===== src/design/spa_defines.svh =====
// Register map, field positions, reset values and counts of the port alignment block
`ifndef SPA_DEFINES_SVH
`define SPA_DEFINES_SVH
`define SPA_RX_CFG 8'h00
`define SPA_TX_CFG 8'h04
`define SPA_STATUS 8'h08
`define SPA_COUNT 8'h0c
`define SPA_CMD 8'h10
`define SPA_F_KIND 0
`define SPA_F_START 2
`define SPA_F_END 7
`define SPA_F_IRQEN 12
`define SPA_F_DEDGE 13
`define SPA_F_SEDGE 14
`define SPA_F_XEDGE 15
`define SPA_F_GATE 16
`define SPA_F_ABORT 17
`define SPA_F_TRANSP 18
`define SPA_CFG_RST 32'h0000_0f80
`define SPA_BITS_PER_SLOT 8
`define SPA_OOF_DELAY_SLOTS 1
`define SPA_RECOVER_FRAMES 2
`endif


===== src/design/spa_pkg.sv =====
// Types shared by the port alignment block
package spa_pkg;
  typedef enum logic [1:0] {SPA_K_CHAN = 2'h0, SPA_K_UNCHAN = 2'h1, SPA_K_T1 = 2'h2} spa_kind_t;
  typedef enum logic [2:0] {
    SPA_D_NONE = 3'h0,
    SPA_D_ALIGN_CHANGE = 3'h1,
    SPA_D_ALIGN_RECOVERY = 3'h2,
    SPA_D_OUT_OF_FRAME = 3'h3,
    SPA_D_FRAME_RECOVERY = 3'h4,
    SPA_D_GENERAL_PORT = 3'h5
  } spa_desc_t;
  typedef enum logic [1:0] {SPA_END_NONE = 2'h0, SPA_END_ALIGN = 2'h1, SPA_END_OOF = 2'h2} spa_end_t;
endpackage : spa_pkg


===== src/design/spa_port_align.sv =====
// Frame flywheel and conventional-mode serial port alignment logic
//
// Added by the designer: the register addresses and the AXI4-Lite slave port.
`timescale 1ns/1ps
`default_nettype none
`include "spa_defines.svh"
module spa_flywheel
#(
  parameter bit FIRST_IS_CHANGE = 1'b0
)
(
  input wire logic clock,
  input wire logic rst,
  input wire logic bitTick,
  input wire logic syncTick,
  input wire logic syncIn,
  input wire logic chan,
  input wire logic [8:0] frameLen,
  output logic [8:0] bitCnt,
  output logic synced,
  output logic align,
  output logic entry,
  output logic again,
  output logic recover
);
  logic syncHeld;
  logic syncPrev;
  logic [1:0] frames;
  wire syncNow = syncTick ? syncIn : syncHeld;
  wire hit = chan && syncNow && !syncPrev;
  wire lastBit = bitCnt >= frameLen - 9'h001;
  wire unexp = hit && (synced ? !lastBit : FIRST_IS_CHANGE);
  wire frameStart = bitTick && (hit || lastBit);
  wire [8:0] next_bitCnt = frameStart ? 9'h000 : bitCnt + 9'h001;
  wire cleanEnd = align && frameStart && !unexp
    && frames == 2'(`SPA_RECOVER_FRAMES - 1);
  assign entry = bitTick && unexp && !align;
  assign again = bitTick && hit && align;
  assign recover = cleanEnd;
  always_ff @(posedge clock or posedge rst)
  begin
    if (rst)
    begin
      syncHeld <= 1'b0;
      syncPrev <= 1'b0;
      bitCnt <= 9'h000;
      synced <= 1'b0;
      align <= 1'b0;
      frames <= 2'h0;
    end
    else
    begin
      if (syncTick)
        syncHeld <= syncIn;
      if (bitTick)
      begin
        syncPrev <= syncNow;
        bitCnt <= next_bitCnt;
      end
      if (bitTick && hit)
        synced <= 1'b1;
      if (!chan)
        align <= 1'b0;
      else if (bitTick && unexp)
      begin
        align <= 1'b1;
        frames <= 2'h0;
      end
      else if (cleanEnd)
        align <= 1'b0;
      else if (align && frameStart)
        frames <= frames + 2'h1;
    end
  end
endmodule : spa_flywheel

module spa_port_align
  import spa_pkg::*;
#(
  parameter logic [4:0] PORT_ID = 5'h00
)
(
  input wire logic clock,
  input wire logic rst,
  input wire logic [7:0] awaddr,
  input wire logic awvalid,
  output logic awready,
  input wire logic [31:0] wdata,
  input wire logic [3:0] wstrb,
  input wire logic wvalid,
  output logic wready,
  output logic [1:0] bresp,
  output logic bvalid,
  input wire logic bready,
  input wire logic [7:0] araddr,
  input wire logic arvalid,
  output logic arready,
  output logic [31:0] rdata,
  output logic [1:0] rresp,
  output logic rvalid,
  input wire logic rready,
  input wire logic rxLineClock,
  input wire logic rxLineData,
  input wire logic rxFrameSync,
  input wire logic rxOutOfFrameIn,
  input wire logic txLineClock,
  input wire logic txFrameSync,
  input wire logic txClearToSendIn,
  output logic txLineData,
  output logic txLineDataOe,
  output logic rxBitValid,
  output logic rxBit,
  output logic [4:0] rxSlot,
  output logic rxFirstSlot,
  output logic rxMsgTerminate,
  output logic rxEndValid,
  output logic [1:0] rxEndCode,
  input wire logic txBitIn,
  output logic txBitTake,
  output logic [4:0] txSlot,
  output logic txClearToSend,
  output logic txChannelsDown,
  output logic txAbortPulse,
  output logic descValid,
  output logic [2:0] descCode,
  output logic descDir,
  output logic [4:0] descPort,
  output logic generalPortIrq
);
  function automatic logic [8:0] frameBits(input logic [31:0] c);
    logic [5:0] slots;
    slots = {1'b0, 5'(c[`SPA_F_END +: 5] - c[`SPA_F_START +: 5])} + 6'h01;
    if (c[`SPA_F_KIND +: 2] == SPA_K_UNCHAN)
      return 9'(`SPA_BITS_PER_SLOT);
    return {slots, 3'h0} + {8'h00, c[`SPA_F_KIND +: 2] == SPA_K_T1};
  endfunction : frameBits

  function automatic logic [4:0] slotOf(input logic [31:0] c, input logic [8:0] b);
    logic [8:0] d;
    d = b - {8'h00, c[`SPA_F_KIND +: 2] == SPA_K_T1};
    return c[`SPA_F_START +: 5] + d[7:3];
  endfunction : slotOf

  function automatic logic [31:0] merge(input logic [31:0] o, input logic [31:0] d,
    input logic [3:0] s);
    logic [31:0] r;
    r = o;
    for (int i = 0; i < 4; i++)
      if (s[i])
        r[8*i +: 8] = d[8*i +: 8];
    return r;
  endfunction : merge

  function automatic spa_desc_t codeOf(input logic [6:0] g);
    if (g[0] || g[2])
      return SPA_D_ALIGN_CHANGE;
    if (g[1] || g[3])
      return SPA_D_ALIGN_RECOVERY;
    if (g[4])
      return SPA_D_OUT_OF_FRAME;
    if (g[5])
      return SPA_D_FRAME_RECOVERY;
    return SPA_D_GENERAL_PORT;
  endfunction : codeOf

  // Pin synchroniser: bit 0 rx clock .. bit 6 clear-to-send
  logic [6:0] s1;
  logic [6:0] s2;
  logic [6:0] s3;
  logic [6:0] lvl;
  logic [6:0] prev;
  wire [6:0] pins = {txClearToSendIn, txFrameSync, txLineClock, rxOutOfFrameIn,
    rxFrameSync, rxLineData, rxLineClock};
  wire [6:0] next_lvl = (s2 & s3) | (lvl & (s2 | s3));
  wire rxRise = lvl[0] && !prev[0];
  wire rxFall = !lvl[0] && prev[0];
  wire txRise = lvl[4] && !prev[4];
  wire txFall = !lvl[4] && prev[4];

  logic [31:0] rxCfg;
  logic [31:0] txCfg;
  wire rxChan = rxCfg[`SPA_F_KIND +: 2] != SPA_K_UNCHAN;
  wire txChan = txCfg[`SPA_F_KIND +: 2] != SPA_K_UNCHAN;
  wire txT1 = txCfg[`SPA_F_KIND +: 2] == SPA_K_T1;
  wire rxAbort = rxCfg[`SPA_F_ABORT];
  wire oofIrqEn = rxCfg[`SPA_F_GATE];
  // Edge select bit 1 picks rising, 0 falling
  wire rxDataTick = rxCfg[`SPA_F_DEDGE] ? rxRise : rxFall;
  wire rxSyncTick = rxCfg[`SPA_F_SEDGE] ? rxRise : rxFall;
  wire rxOofTick = rxCfg[`SPA_F_XEDGE] ? rxRise : rxFall;
  wire txDataTick = txCfg[`SPA_F_DEDGE] ? txRise : txFall;
  wire txSyncTick = txCfg[`SPA_F_SEDGE] ? txRise : txFall;
  wire ctsTick = txCfg[`SPA_F_XEDGE] ? txRise : txFall;

  logic [8:0] rxBitCnt;
  logic [8:0] txBitCnt;
  logic rxSynced;
  logic txSynced;
  logic rxAlign;
  logic txAlign;
  logic rxEntry;
  logic txEntry;
  logic rxAgain;
  logic txAgain;
  logic rxRecover;
  logic txRecover;

  spa_flywheel #(.FIRST_IS_CHANGE(1'b1)) u_rxFly (
    .clock(clock),
    .rst(rst),
    .bitTick(rxDataTick),
    .syncTick(rxSyncTick),
    .syncIn(lvl[2]),
    .chan(rxChan),
    .frameLen(frameBits(rxCfg)),
    .bitCnt(rxBitCnt),
    .synced(rxSynced),
    .align(rxAlign),
    .entry(rxEntry),
    .again(rxAgain),
    .recover(rxRecover)
  );

  spa_flywheel #(.FIRST_IS_CHANGE(1'b0)) u_txFly (
    .clock(clock),
    .rst(rst),
    .bitTick(txDataTick),
    .syncTick(txSyncTick),
    .syncIn(lvl[5]),
    .chan(txChan),
    .frameLen(frameBits(txCfg)),
    .bitCnt(txBitCnt),
    .synced(txSynced),
    .align(txAlign),
    .entry(txEntry),
    .again(txAgain),
    .recover(txRecover)
  );

  // Out-of-frame level and its delayed reporting
  logic oofState;
  logic oofPrev;
  logic ctsState;
  logic [3:0] oofWait;
  logic [3:0] regainWait;
  wire oofRise = oofState && !oofPrev;
  wire oofFall = !oofState && oofPrev;
  wire [3:0] slotWait = 4'(`SPA_BITS_PER_SLOT * `SPA_OOF_DELAY_SLOTS);
  wire oofDue = rxDataTick && oofWait == 4'h1;
  wire regainDue = rxDataTick && regainWait == 4'h1;
  wire gpSet = oofFall && !rxAbort && oofIrqEn;

  // Descriptor queue: one pending bit per event, lowest index first
  logic [6:0] pend;
  wire rxIrqEn = rxCfg[`SPA_F_IRQEN];
  wire txIrqEn = txCfg[`SPA_F_IRQEN];
  wire [6:0] setEv = {gpSet, regainDue, oofDue, txRecover && txIrqEn,
    (txEntry || txAgain) && txIrqEn, rxRecover && rxIrqEn,
    (rxEntry || rxAgain) && rxIrqEn};
  wire [6:0] grant = pend & (~pend + 7'h01);
  wire [6:0] next_pend = (pend & ~grant) | setEv;

  // Register bus
  logic awFull;
  logic wFull;
  logic [7:0] awAddrQ;
  logic [31:0] wDataQ;
  logic [3:0] wStrbQ;
  wire doWrite = awFull && wFull && !bvalid;
  wire next_awFull = !doWrite && (awFull || (awvalid && awready));
  wire next_wFull = !doWrite && (wFull || (wvalid && wready));
  wire wrRx = doWrite && awAddrQ == `SPA_RX_CFG;
  wire wrTx = doWrite && awAddrQ == `SPA_TX_CFG;
  wire wrCmd = doWrite && awAddrQ == `SPA_CMD && wStrbQ[0] && wDataQ[0];
  wire wrMapped = wrRx || wrTx || wrCmd || awAddrQ == `SPA_STATUS
    || awAddrQ == `SPA_COUNT || awAddrQ == `SPA_CMD;
  wire rdTake = arvalid && arready;
  wire [31:0] statusWord = {23'h000000, txChannelsDown, generalPortIrq, ctsState,
    oofState, txSynced, rxSynced, txAlign, rxAlign};
  wire rdMapped = araddr == `SPA_RX_CFG || araddr == `SPA_TX_CFG
    || araddr == `SPA_STATUS || araddr == `SPA_COUNT;
  wire [31:0] rdWord = araddr == `SPA_RX_CFG ? rxCfg
    : araddr == `SPA_TX_CFG ? txCfg
    : araddr == `SPA_STATUS ? statusWord
    : araddr == `SPA_COUNT ? {7'h00, txBitCnt, 7'h00, rxBitCnt} : 32'h0000_0000;

  always_ff @(posedge clock or posedge rst)
  begin
    if (rst)
    begin
      awFull <= 1'b0;
      wFull <= 1'b0;
      awready <= 1'b0;
      wready <= 1'b0;
      bvalid <= 1'b0;
      bresp <= 2'h0;
      awAddrQ <= 8'h00;
      wDataQ <= 32'h0000_0000;
      wStrbQ <= 4'h0;
    end
    else
    begin
      awFull <= next_awFull;
      wFull <= next_wFull;
      awready <= !next_awFull;
      wready <= !next_wFull;
      if (awvalid && awready)
        awAddrQ <= awaddr;
      if (wvalid && wready)
      begin
        wDataQ <= wdata;
        wStrbQ <= wstrb;
      end
      if (doWrite)
      begin
        bvalid <= 1'b1;
        bresp <= wrMapped ? 2'h0 : 2'h2;
      end
      else if (bready)
        bvalid <= 1'b0;
    end
  end

  always_ff @(posedge clock or posedge rst)
  begin
    if (rst)
    begin
      arready <= 1'b0;
      rvalid <= 1'b0;
      rdata <= 32'h0000_0000;
      rresp <= 2'h0;
    end
    else
    begin
      arready <= !(rvalid || rdTake) || (rvalid && rready);
      if (rdTake)
      begin
        rvalid <= 1'b1;
        rdata <= rdWord;
        rresp <= rdMapped ? 2'h0 : 2'h2;
      end
      else if (rready)
        rvalid <= 1'b0;
    end
  end

  always_ff @(posedge clock or posedge rst)
  begin
    if (rst)
    begin
      rxCfg <= `SPA_CFG_RST;
      txCfg <= `SPA_CFG_RST;
    end
    else
    begin
      if (wrRx)
        rxCfg <= merge(rxCfg, wDataQ, wStrbQ);
      if (wrTx)
        txCfg <= merge(txCfg, wDataQ, wStrbQ);
    end
  end

  always_ff @(posedge clock or posedge rst)
  begin
    if (rst)
    begin
      s1 <= 7'h00;
      s2 <= 7'h00;
      s3 <= 7'h00;
      lvl <= 7'h00;
      prev <= 7'h00;
    end
    else
    begin
      s1 <= pins;
      s2 <= s1;
      s3 <= s2;
      lvl <= next_lvl;
      prev <= lvl;
    end
  end

  always_ff @(posedge clock or posedge rst)
  begin
    if (rst)
    begin
      oofState <= 1'b0;
      oofPrev <= 1'b0;
      ctsState <= 1'b0;
      oofWait <= 4'h0;
      regainWait <= 4'h0;
      generalPortIrq <= 1'b0;
    end
    else
    begin
      if (rxOofTick)
        oofState <= lvl[3];
      oofPrev <= oofState;
      if (ctsTick)
        ctsState <= lvl[6];
      if (oofRise && oofIrqEn)
        oofWait <= slotWait;
      else if (rxDataTick && oofWait != 4'h0)
        oofWait <= oofWait - 4'h1;
      if (oofFall && oofIrqEn)
        regainWait <= slotWait;
      else if (rxDataTick && regainWait != 4'h0)
        regainWait <= regainWait - 4'h1;
      if (gpSet)
        generalPortIrq <= 1'b1;
      else if (oofRise)
        generalPortIrq <= 1'b0;
    end
  end

  always_ff @(posedge clock or posedge rst)
  begin
    if (rst)
    begin
      pend <= 7'h00;
      descValid <= 1'b0;
      descCode <= SPA_D_NONE;
      descDir <= 1'b0;
      descPort <= 5'h00;
    end
    else
    begin
      pend <= next_pend;
      descValid <= |pend;
      descCode <= |pend ? codeOf(grant) : SPA_D_NONE;
      descDir <= grant[2] || grant[3];
      descPort <= PORT_ID;
    end
  end

  // Receive side toward the line processor
  always_ff @(posedge clock or posedge rst)
  begin
    if (rst)
    begin
      rxBitValid <= 1'b0;
      rxBit <= 1'b0;
      rxSlot <= 5'h00;
      rxFirstSlot <= 1'b0;
      rxMsgTerminate <= 1'b0;
      rxEndValid <= 1'b0;
      rxEndCode <= SPA_END_NONE;
    end
    else
    begin
      rxMsgTerminate <= rxAlign || (oofState && rxAbort);
      rxBitValid <= rxDataTick && !rxAlign && !(oofState && rxAbort);
      if (rxDataTick)
      begin
        rxBit <= (oofState && rxCfg[`SPA_F_TRANSP]) || lvl[1];
        rxSlot <= slotOf(rxCfg, rxBitCnt);
        rxFirstSlot <= slotOf(rxCfg, rxBitCnt) == rxCfg[`SPA_F_START +: 5];
      end
      rxEndValid <= rxEntry || (oofRise && !rxCfg[`SPA_F_TRANSP]);
      rxEndCode <= rxEntry ? SPA_END_ALIGN : (oofRise ? SPA_END_OOF : SPA_END_NONE);
    end
  end

  // Transmit side toward the pin and the buffer controller
  always_ff @(posedge clock or posedge rst)
  begin
    if (rst)
    begin
      txLineData <= 1'b0;
      txLineDataOe <= 1'b0;
      txBitTake <= 1'b0;
      txSlot <= 5'h00;
      txClearToSend <= 1'b1;
      txChannelsDown <= 1'b0;
      txAbortPulse <= 1'b0;
    end
    else
    begin
      txBitTake <= txDataTick;
      if (txDataTick)
      begin
        txLineData <= txBitIn;
        txLineDataOe <= !txAlign || (txT1 && txBitCnt == 9'h000);
        txSlot <= slotOf(txCfg, txBitCnt);
      end
      txClearToSend <= !txCfg[`SPA_F_GATE] || ctsState;
      txAbortPulse <= txEntry;
      if (txEntry)
        txChannelsDown <= 1'b1;
      else if (wrCmd && !txAlign)
        txChannelsDown <= 1'b0;
    end
  end

  property p_unchan;
    @(posedge clock) disable iff (rst) !rxChan |=> !rxAlign;
  endproperty
  a_unchan: assert property (p_unchan) else $error("align change in unchannelized mode");

  property p_rxEnd;
    @(posedge clock) disable iff (rst) rxEntry |=> rxEndValid && rxEndCode == SPA_END_ALIGN;
  endproperty
  a_rxEnd: assert property (p_rxEnd) else $error("no alignment end status");

  property p_chgDesc;
    @(posedge clock) disable iff (rst)
      rxEntry && rxIrqEn |-> ##[1:8] descValid && descCode == SPA_D_ALIGN_CHANGE && !descDir;
  endproperty
  a_chgDesc: assert property (p_chgDesc) else $error("alignment change not reported");

  property p_oofDesc;
    @(posedge clock) disable iff (rst)
      oofRise && oofIrqEn |-> ##[1:600] descValid && descCode == SPA_D_OUT_OF_FRAME;
  endproperty
  a_oofDesc: assert property (p_oofDesc) else $error("out-of-frame not reported");

  property p_abort;
    @(posedge clock) disable iff (rst) oofState && rxAbort |=> rxMsgTerminate && !rxBitValid;
  endproperty
  a_abort: assert property (p_abort) else $error("reception not stopped");

  property p_gp;
    @(posedge clock) disable iff (rst) gpSet |=> generalPortIrq ##1 generalPortIrq;
  endproperty
  a_gp: assert property (p_gp) else $error("general port interrupt missing");

  property p_tri;
    @(posedge clock) disable iff (rst)
      txDataTick && txAlign && !txT1 |=> !txLineDataOe;
  endproperty
  a_tri: assert property (p_tri) else $error("tx data driven during align change");

  property p_txDown;
    @(posedge clock) disable iff (rst) txEntry |=> txAbortPulse && txChannelsDown;
  endproperty
  a_txDown: assert property (p_txDown) else $error("tx channels not taken down");

  property p_cts;
    @(posedge clock) disable iff (rst)
      txCfg[`SPA_F_GATE] && !ctsState |=> !txClearToSend;
  endproperty
  a_cts: assert property (p_cts) else $error("clear-to-send gate ignored");
endmodule : spa_port_align
`default_nettype wire


===== config.mk =====
export PLATFORM = sky130hd
export DESIGN_NAME = spa_port_align
export DESIGN_NICKNAME = d
export VERILOG_FILES = /design/src/design/spa_pkg.sv /design/src/design/spa_port_align.sv
export VERILOG_INCLUDE_DIRS = /design/src /design/src/design
export SDC_FILE = /design/constraint.sdc
export NUM_CORES = 1
export LEC_CHECK = 0
export BUFFER_PORTS_ARGS = -buffer_cell sky130_fd_sc_hd__buf_2
export CAP_MARGIN = 40
export CORE_MARGIN = 10
export CORE_UTILIZATION = 53
export DETAILED_ROUTE_END_ITERATION = 6
export HOLD_SLACK_MARGIN = 0.05
export PLACE_DENSITY = 0.79
export RECOVER_POWER = 25
export SLEW_MARGIN = 20
export SYNTH_ARGS = -nofsm -noshare
export SYNTH_HDL_FRONTEND = slang
export SYNTH_HIERARCHICAL = 1
export SYNTH_SLANG_ARGS = --single-unit

===== constraint.sdc =====
create_clock -name clock -period 7.25 [get_ports clock]
set_input_delay 1.45 -clock clock [delete_from_list [all_inputs] [get_ports clock]]
set_output_delay 1.45 -clock clock [all_outputs]
set_load 0.02 [all_outputs]

* Word-level counts from Yosys, hierarchy flattened
Index checks and enable logic that the tools add are counted.
W data, S select, Z words.
** Storage, ports and cells
- Flip-flop bits (word level) :: 261
- Input port bits :: 67
- Output and inout port bits :: 75
** Operators by class
- Add/sub/neg operators :: 19
- Magnitude comparators :: 2
- Eq/ne operators :: 22
- Mux-type cells :: 69
- Bitwise operators :: 9
- Reduce and logical (&&, ||, !) cells :: 131
** Operator list (count)
- $mux W32 :: 2
- $logic_and A1 B1 Y1 :: 60
- $mux W9 :: 6
- $mux W25 :: 2
- $mux W1 :: 36
- $eq A8 B4 Y1 const B :: 4
- $and A7 B7 Y7 :: 4
- $mux W3 :: 9
- $logic_or A1 B1 Y1 :: 24
- $logic_not A1 Y1 :: 23
- $or A7 B7 Y7 :: 3
- $mux W2 :: 10
- $add A9 B1 Y9 :: 2
- $add A9 B1 Y9 const B :: 2
- $ge A9 B9 Y1 :: 2
- $sub A9 B1 Y9 const B :: 2
- $eq A8 B3 Y1 const B :: 2
- $logic_not A8 Y1 :: 2
- $mux W4 :: 4
- $reduce_and A2 Y1 :: 8
- $reduce_bool A2 Y1 :: 8
- $sub A8 B1 Y8 :: 2
- $not A7 Y7 :: 2
- $add A5 B1 Y6 const B :: 2
- 16 further kinds :: 31

* Depth between registers and ports, before layout
- Depth in word-level cells :: 16
- Gate-level depth with buffers :: 19

* Hierarchy
The synthesis kept the hierarchy.
** By module, submodules not included
- spa_port_align :: instances 1, cells each 780, area each 9925.8 um^2, sequential area each 5669.2 um^2
- spa_flywheel (u_rxFly) :: instances 1, cells each 130, area each 1149.9 um^2, sequential area each 375.4 um^2
- spa_flywheel (u_txFly) :: instances 1, cells each 120, area each 1078.5 um^2, sequential area each 375.4 um^2

* Worst setup path before layout
Ideal clock, no wire load.
- Path kind :: reg2reg
- Start point :: register txCfg[7]
- End point :: register u_txFly.frames[1]
- Data arrival time :: 4054 ps
- Data required time :: 7123 ps
- Slack :: 3069 ps
- Cell stages (with the launch flop) :: 17
- Path buffers :: 0
- Path through :: dfstp_2 inv_1 ha_1 inv_1 fa_1 ha_1 and2_1 or4_1 nor4_1 xnor2_1 ha_1 a21oi_1 o21ai_0 a211o_1 or4_4 a21boi_2 o22ai_1
** On the way
- Cells in the longest elaborated chain, start to end :: 14
** RTL lines
- start: declaration :: RTL line spa_port_align.sv:181 : logic [31:0] txCfg;
- start signal: assignment :: RTL line spa_port_align.sv:352 : txCfg <= `SPA_CFG_RST;
- start signal: assignment :: RTL line spa_port_align.sv:359 : txCfg <= merge(txCfg, wDataQ, wStrbQ);
- $sub A5 B5 Y5 * :: RTL line spa_port_align.sv:132 : slots = {1'b0, 5'(c[`SPA_F_END +: 5] - c[`SPA_F_START +: 5])} + 6'h01;
- $add A5 B1 Y6 * :: RTL line spa_port_align.sv:132
- $add A9 B1 Y9 * :: RTL line spa_port_align.sv:135 : return {slots, 3'h0} + {8'h00, c[`SPA_F_KIND +: 2] == SPA_K_T1};
- $mux W9 * :: RTL line spa_port_align.sv:135
- $sub A9 B1 Y9 * :: RTL line spa_port_align.sv:31 : wire lastBit = bitCnt >= frameLen - 9'h001;
- $ge A9 B9 Y1 * :: RTL line spa_port_align.sv:31
- $logic_not A1 Y1 :: RTL line spa_port_align.sv:32 : wire unexp = hit && (synced ? !lastBit : FIRST_IS_CHANGE);
- $mux W1 :: RTL line spa_port_align.sv:32
- $logic_and A1 B1 Y1 :: RTL line spa_port_align.sv:32
- $logic_not A1 Y1 :: RTL line spa_port_align.sv:35 : wire cleanEnd = align && frameStart && !unexp
- $logic_and A1 B1 Y1 (2 in series) :: RTL line spa_port_align.sv:35
- $ne A2 B1 Y1 (no source line)
- $reduce_and A3 Y1 (no source line)
- end signal: assignment :: RTL line spa_port_align.sv:72 : frames <= frames + 2'h1;
- end: declaration :: RTL line spa_port_align.sv:28 : logic [1:0] frames;
Every way passes the cells marked *; elsewhere a longest branch is shown, timed or not.
A chain may end at the register's enable or synchronous reset.

* Worst setup path after layout
- Start point :: register rxCfg[7]
- End point :: register pend[0]
** On the way
- Cells in the longest elaborated chain, start to end :: 14
** RTL lines
- start: declaration :: RTL line spa_port_align.sv:180 : logic [31:0] rxCfg;
- start signal: assignment :: RTL line spa_port_align.sv:351 : rxCfg <= `SPA_CFG_RST;
- start signal: assignment :: RTL line spa_port_align.sv:357 : rxCfg <= merge(rxCfg, wDataQ, wStrbQ);
- $sub A5 B5 Y5 :: RTL line spa_port_align.sv:132
- $add A5 B1 Y6 :: RTL line spa_port_align.sv:132
- $add A9 B1 Y9 :: RTL line spa_port_align.sv:135
- $mux W9 :: RTL line spa_port_align.sv:135
- $sub A9 B1 Y9 :: RTL line spa_port_align.sv:31
- $ge A9 B9 Y1 :: RTL line spa_port_align.sv:31
- $logic_not A1 Y1 :: RTL line spa_port_align.sv:32
- $mux W1 :: RTL line spa_port_align.sv:32
- $logic_and A1 B1 Y1 :: RTL line spa_port_align.sv:32
- $logic_and A1 B1 Y1 (2 in series) :: RTL line spa_port_align.sv:37 : assign entry = bitTick && unexp && !align;
- net rxEntry :: RTL line spa_port_align.sv:201 : logic rxEntry;
- $logic_or A1 B1 Y1 :: RTL line spa_port_align.sv:259 : (rxEntry || rxAgain) && rxIrqEn};
- $logic_and A1 B1 Y1 :: RTL line spa_port_align.sv:259
- $or A7 B7 Y7 :: RTL line spa_port_align.sv:261 : wire [6:0] next_pend = (pend & ~grant) | setEv;
- net next_pend[0] :: RTL line spa_port_align.sv:261
- end signal: assignment :: RTL line spa_port_align.sv:428 : pend <= next_pend;
- end: declaration :: RTL line spa_port_align.sv:254 : logic [6:0] pend;
The timed path passes the listed nets, and every way through them passes these cells.

==> metrics.md <==
| Metric | Value |
|---|---|
| Status | `finished, violations left` |
| Failing checks | `capacitance limit, slew limit` |
| Mapped Area | `around 12000 sq um` |
| Worst-margin pin slew | `2610 ps` |
| RSZ-0062 raised after global routing | `no` |
| Post-synthesis sequential area ratio | `0.528` |
| Netlist cell types | `77` |
| FFs w/ async S/R, synth | `1.00` |
| Gpl congestion | `0.918` |
| Multi-input logic area | `around 5500 sq um` |
| Gr ovfl total | `0` |
| Share of post-route cells with drive strength above 1 | `0.293` |
| Max transition margin | `-0.742` |
| Largest cells by area after synthesis | `dfrtp_1 50%, mux2_2 11%, ha_1 4.8%, xnor2_1 2.7%, o21ai_0 2.5%` |
| Gates resized, CTS repair | `0` |
| Final worst-path cycle share | `0.640` |
| ANT nets after route | `0` |
| CORE AREA | `roughly 23000 sq um` |
| Final Hold Fails | `0` |
| Post-layout net count | `1316` |
| Power density of the placed cells | `about 350 nW/um^2` |
| Setup Crit Path Kind | `reg -> reg` |
| Worst-path clk slew | `around 60 ps` |
| Total die area | `about 30000 sq um` |
| CTS tree | `built` |
| Leakage | `approximately 0.0068 uW` |
| Avg Inst Size Synth | `approximately 12 sq um` |
| Ys flop type | `dfrtp_1` |
| Number of global-route vias before repair | `slightly below 9000` |
| Req. time, crit path | `7730 ps` |
| Final Setup Violations | `0` |
| Vias | `approximately 8600` |
| First-pass GRT wire length | `about 47 mm` |
| PortBufs | `around 130` |
| Largest net degree at the start of global routing | `between 150 and 200` |
| Top cell type's share of synthesized area | `0.504` |
| Max Clk Rate | `216 MHz` |
| Filler cells | `1762` |
| Layout area overhead | `17.2%` |
| Max-Cap Viols | `2` |
| Worst EP arrival | `~5000 ps` |
| Die Y-Extent | `171 microns` |
| Period minus WS final | `roughly 4600 ps` |
| CTS Root Cell | `clkbuf_16` |
| # hold bufs at CTS | `0` |
| WL final | `roughly 30 mm` |
| Routed len/inst | `19.6 microns` |
| Worst Setup Start Kind | `register` |
| # Post-CTS Setup Buffers | `0` |
| Worst vdd ir | `roughly 0.24 mV` |
| Clock latency on the worst-skew pair | `580 ps` |
| Slew Viols, Final | `83` |
| Post-Syn Instances | `~1000` |
| Yosys Warn Count | `6` |
| Hold crit path type | `reg -> reg` |
| DRC viols | `0` |
| TNS Setup | `0 ps` |
| Die W | `about 170 microns` |
| Clk sinks | `~260` |
| Cell area after layout | `14200 sq um` |
| Reg-to-reg slack, setup | `2610 ps` |
| Register area | `around 6400 sq um` |
| Starting DRT DRC Count | `640` |
| Bufs on Longest Clock Path | `3` |
| Initial core utilization | `0.538` |
| Top fanout value on the critical path | `11` |
| Total CTS buffers | `28` |
| Global Route Usage Sum | `0.202` |
| # H-tree levels | `1` |
| DR vias/cell | `between 5 and 6` |
| Synthesized flop and latch total | `between 200 and 300` |
| Fin Clk Skew | `42.2 ps` |
| Pre-antenna DRT Iters | `5` |
| Post-DP HPWL | `approximately 21 mm` |
| CP Capture Type | `register` |
| Leading area contributor after synthesis | `dfrtp_1` |
| Placement Cell Area | `13300 sq um` |
| FP Rows | `55` |
| EDFF count, synth | `0` |
| Antenna violations before repair | `3` |
| I/O pins | `142` |
per-layer routing:
| layer | wire, microns | GRT usage |
|---|---|---|
| met1 | 12200 | 0.256 |
| met2 | 13900 | 0.327 |
| met3 | 2310 | 0.0495 |
| met4 | 1190 | 0.0824 |
| met5 | 0 | 0 |
Yosys cell counts (all sizes together), types with 8 or more instances:
| cell | number |
|---|---|
| nor4 | 8 |
| nor3 | 16 |
| inv | 53 |
| clkbuf | 20 |
| a22o | 10 |
| dfstp | 11 |
| a22oi | 25 |
| nor3b | 12 |
| nand4 | 11 |
| o21ai | 62 |
| nand3 | 13 |
| mux4 | 8 |
| nand2b | 11 |
| buf | 10 |
| a21o | 10 |
| xnor2 | 37 |
| nor2 | 59 |
| xor2 | 18 |
| mux2 | 125 |
| dfrtp | 245 |
| nor2b | 12 |
| a21oi | 41 |
| nand2 | 78 |
| ha | 47 |
sequential cells by signal, summed over array words and instances, names as in the netlist, 4 cells and up:
| register | cells |
|---|---|
| rdata | 32 |
| rxCfg | 32 |
| txCfg | 32 |
| wDataQ | 32 |
| u_rxFly/bitCnt | 9 |
| u_txFly/bitCnt | 9 |
| awAddrQ | 8 |
| lvl | 7 |
| pend | 7 |
| s1 | 7 |
| s2 | 7 |
| s3 | 7 |
| rxSlot | 5 |
| txSlot | 5 |
| oofWait | 4 |
| regainWait | 4 |
| wStrbQ | 4 |
critical path, stage by stage, from the launching register on:
cell and delay (ps):
dfstp_2 540, inv_1 40, ha_1 200, inv_1 80, fa_1 440, ha_1 290, and2_1 180, nor4_1 430
nand2_1 150, nor3_1 200, xnor2_1 160, ha_1 280, a21oi_1 170, o21ai_0 120, a211oi_2 620, o21ai_0 210
nor2_1 290, o21a_1 170
power breakdown:
group | leakage [uW] | switching [uW] | internal, uW | total (uW)
logic | 0.00306 | 783 | 639 | 1420
registers | 0.00324 | 355 | 1760 | 2120
clock network | 0.000485 | 593 | 892 | 1490
path summary, 6_finish.rpt:
kind / from / to / cells past startpoint
setup / recovery: rxCfg[7] / pend[0] / 17
max in group asynchronous: rst / s1[2] / 4
setup reg to reg: rxCfg[7] / pend[0] / 17
min in group asynchronous: rst / wDataQ[8] / 2
hold / removal: s1[3] / s2[3] / 0
hold reg to reg: s1[3] / s2[3] / 0
area by class of cell:
| class | instances | share of cell area |
|---|---|---|
| Clock buffer | 38 | 0.0568 |
| Clock inverter | 14 | 0.0128 |
| Timing Repair Buffer | 146 | 0.0560 |
| Inverter | 53 | 0.0141 |
| Multi-Input combinational cell | 713 | 0.384 |
| Tap cell | 285 | 0.0250 |
| Sequential cell | 256 | 0.451 |
| Antenna cell | 2 | 0.000351 |
cells in the final DEF (no fill, tap or decap), types with 8 or more instances in the layout:
master       n
a21o_1      10
a21oi_1     41
xnor2_1     37
mux2_2     122
nand2b_1    11
nor2_1      58
dfstp_2     11
nand3_1     13
dfrtp_1    245
nor2b_1     12
nor4_1       8
nand2_1     71
buf_2      133
clkbuf_1     8
mux4_2       8
nand4_1     10
clkbuf_16   28
xor2_1      18
nor3b_1     11
ha_1        47
nor3_1      15
o21ai_0     60
a22o_1      10
a22oi_1     25
inv_1       52
conb_1      23
through the flow:
step           instances  hold WS, ps   util  setup slack [ps]  power (uW)
2_1_floorplan       1052          331      -              2860        3120
3_3_place_gp        1447          334  0.584              2880        3460
3_5_place_dp        1450          335  0.587              2750        3550
4_1_cts             1502          348  0.631              2690        5050
5_1_grt             1505          354  0.631              2280        5320
6_report            1507          346  0.631              2610        5030
cell families (layout without fill, tap and decap cells):
kind of cell,count (synthesis),count (layout),synth area share
AOI/OAI and AO/OA,183,183,0.0965
xor gates and xnor gates,56,56,0.0415
adders and majority gates,58,58,0.0607
buffers and inverters,83,251,0.0284
DFF,256,256,0.528
muxes,136,136,0.133
other,1,25,0.000309
and+or+nand+nor,257,257,0.111
Note: power is estimated with default switching activity, not from simulation.
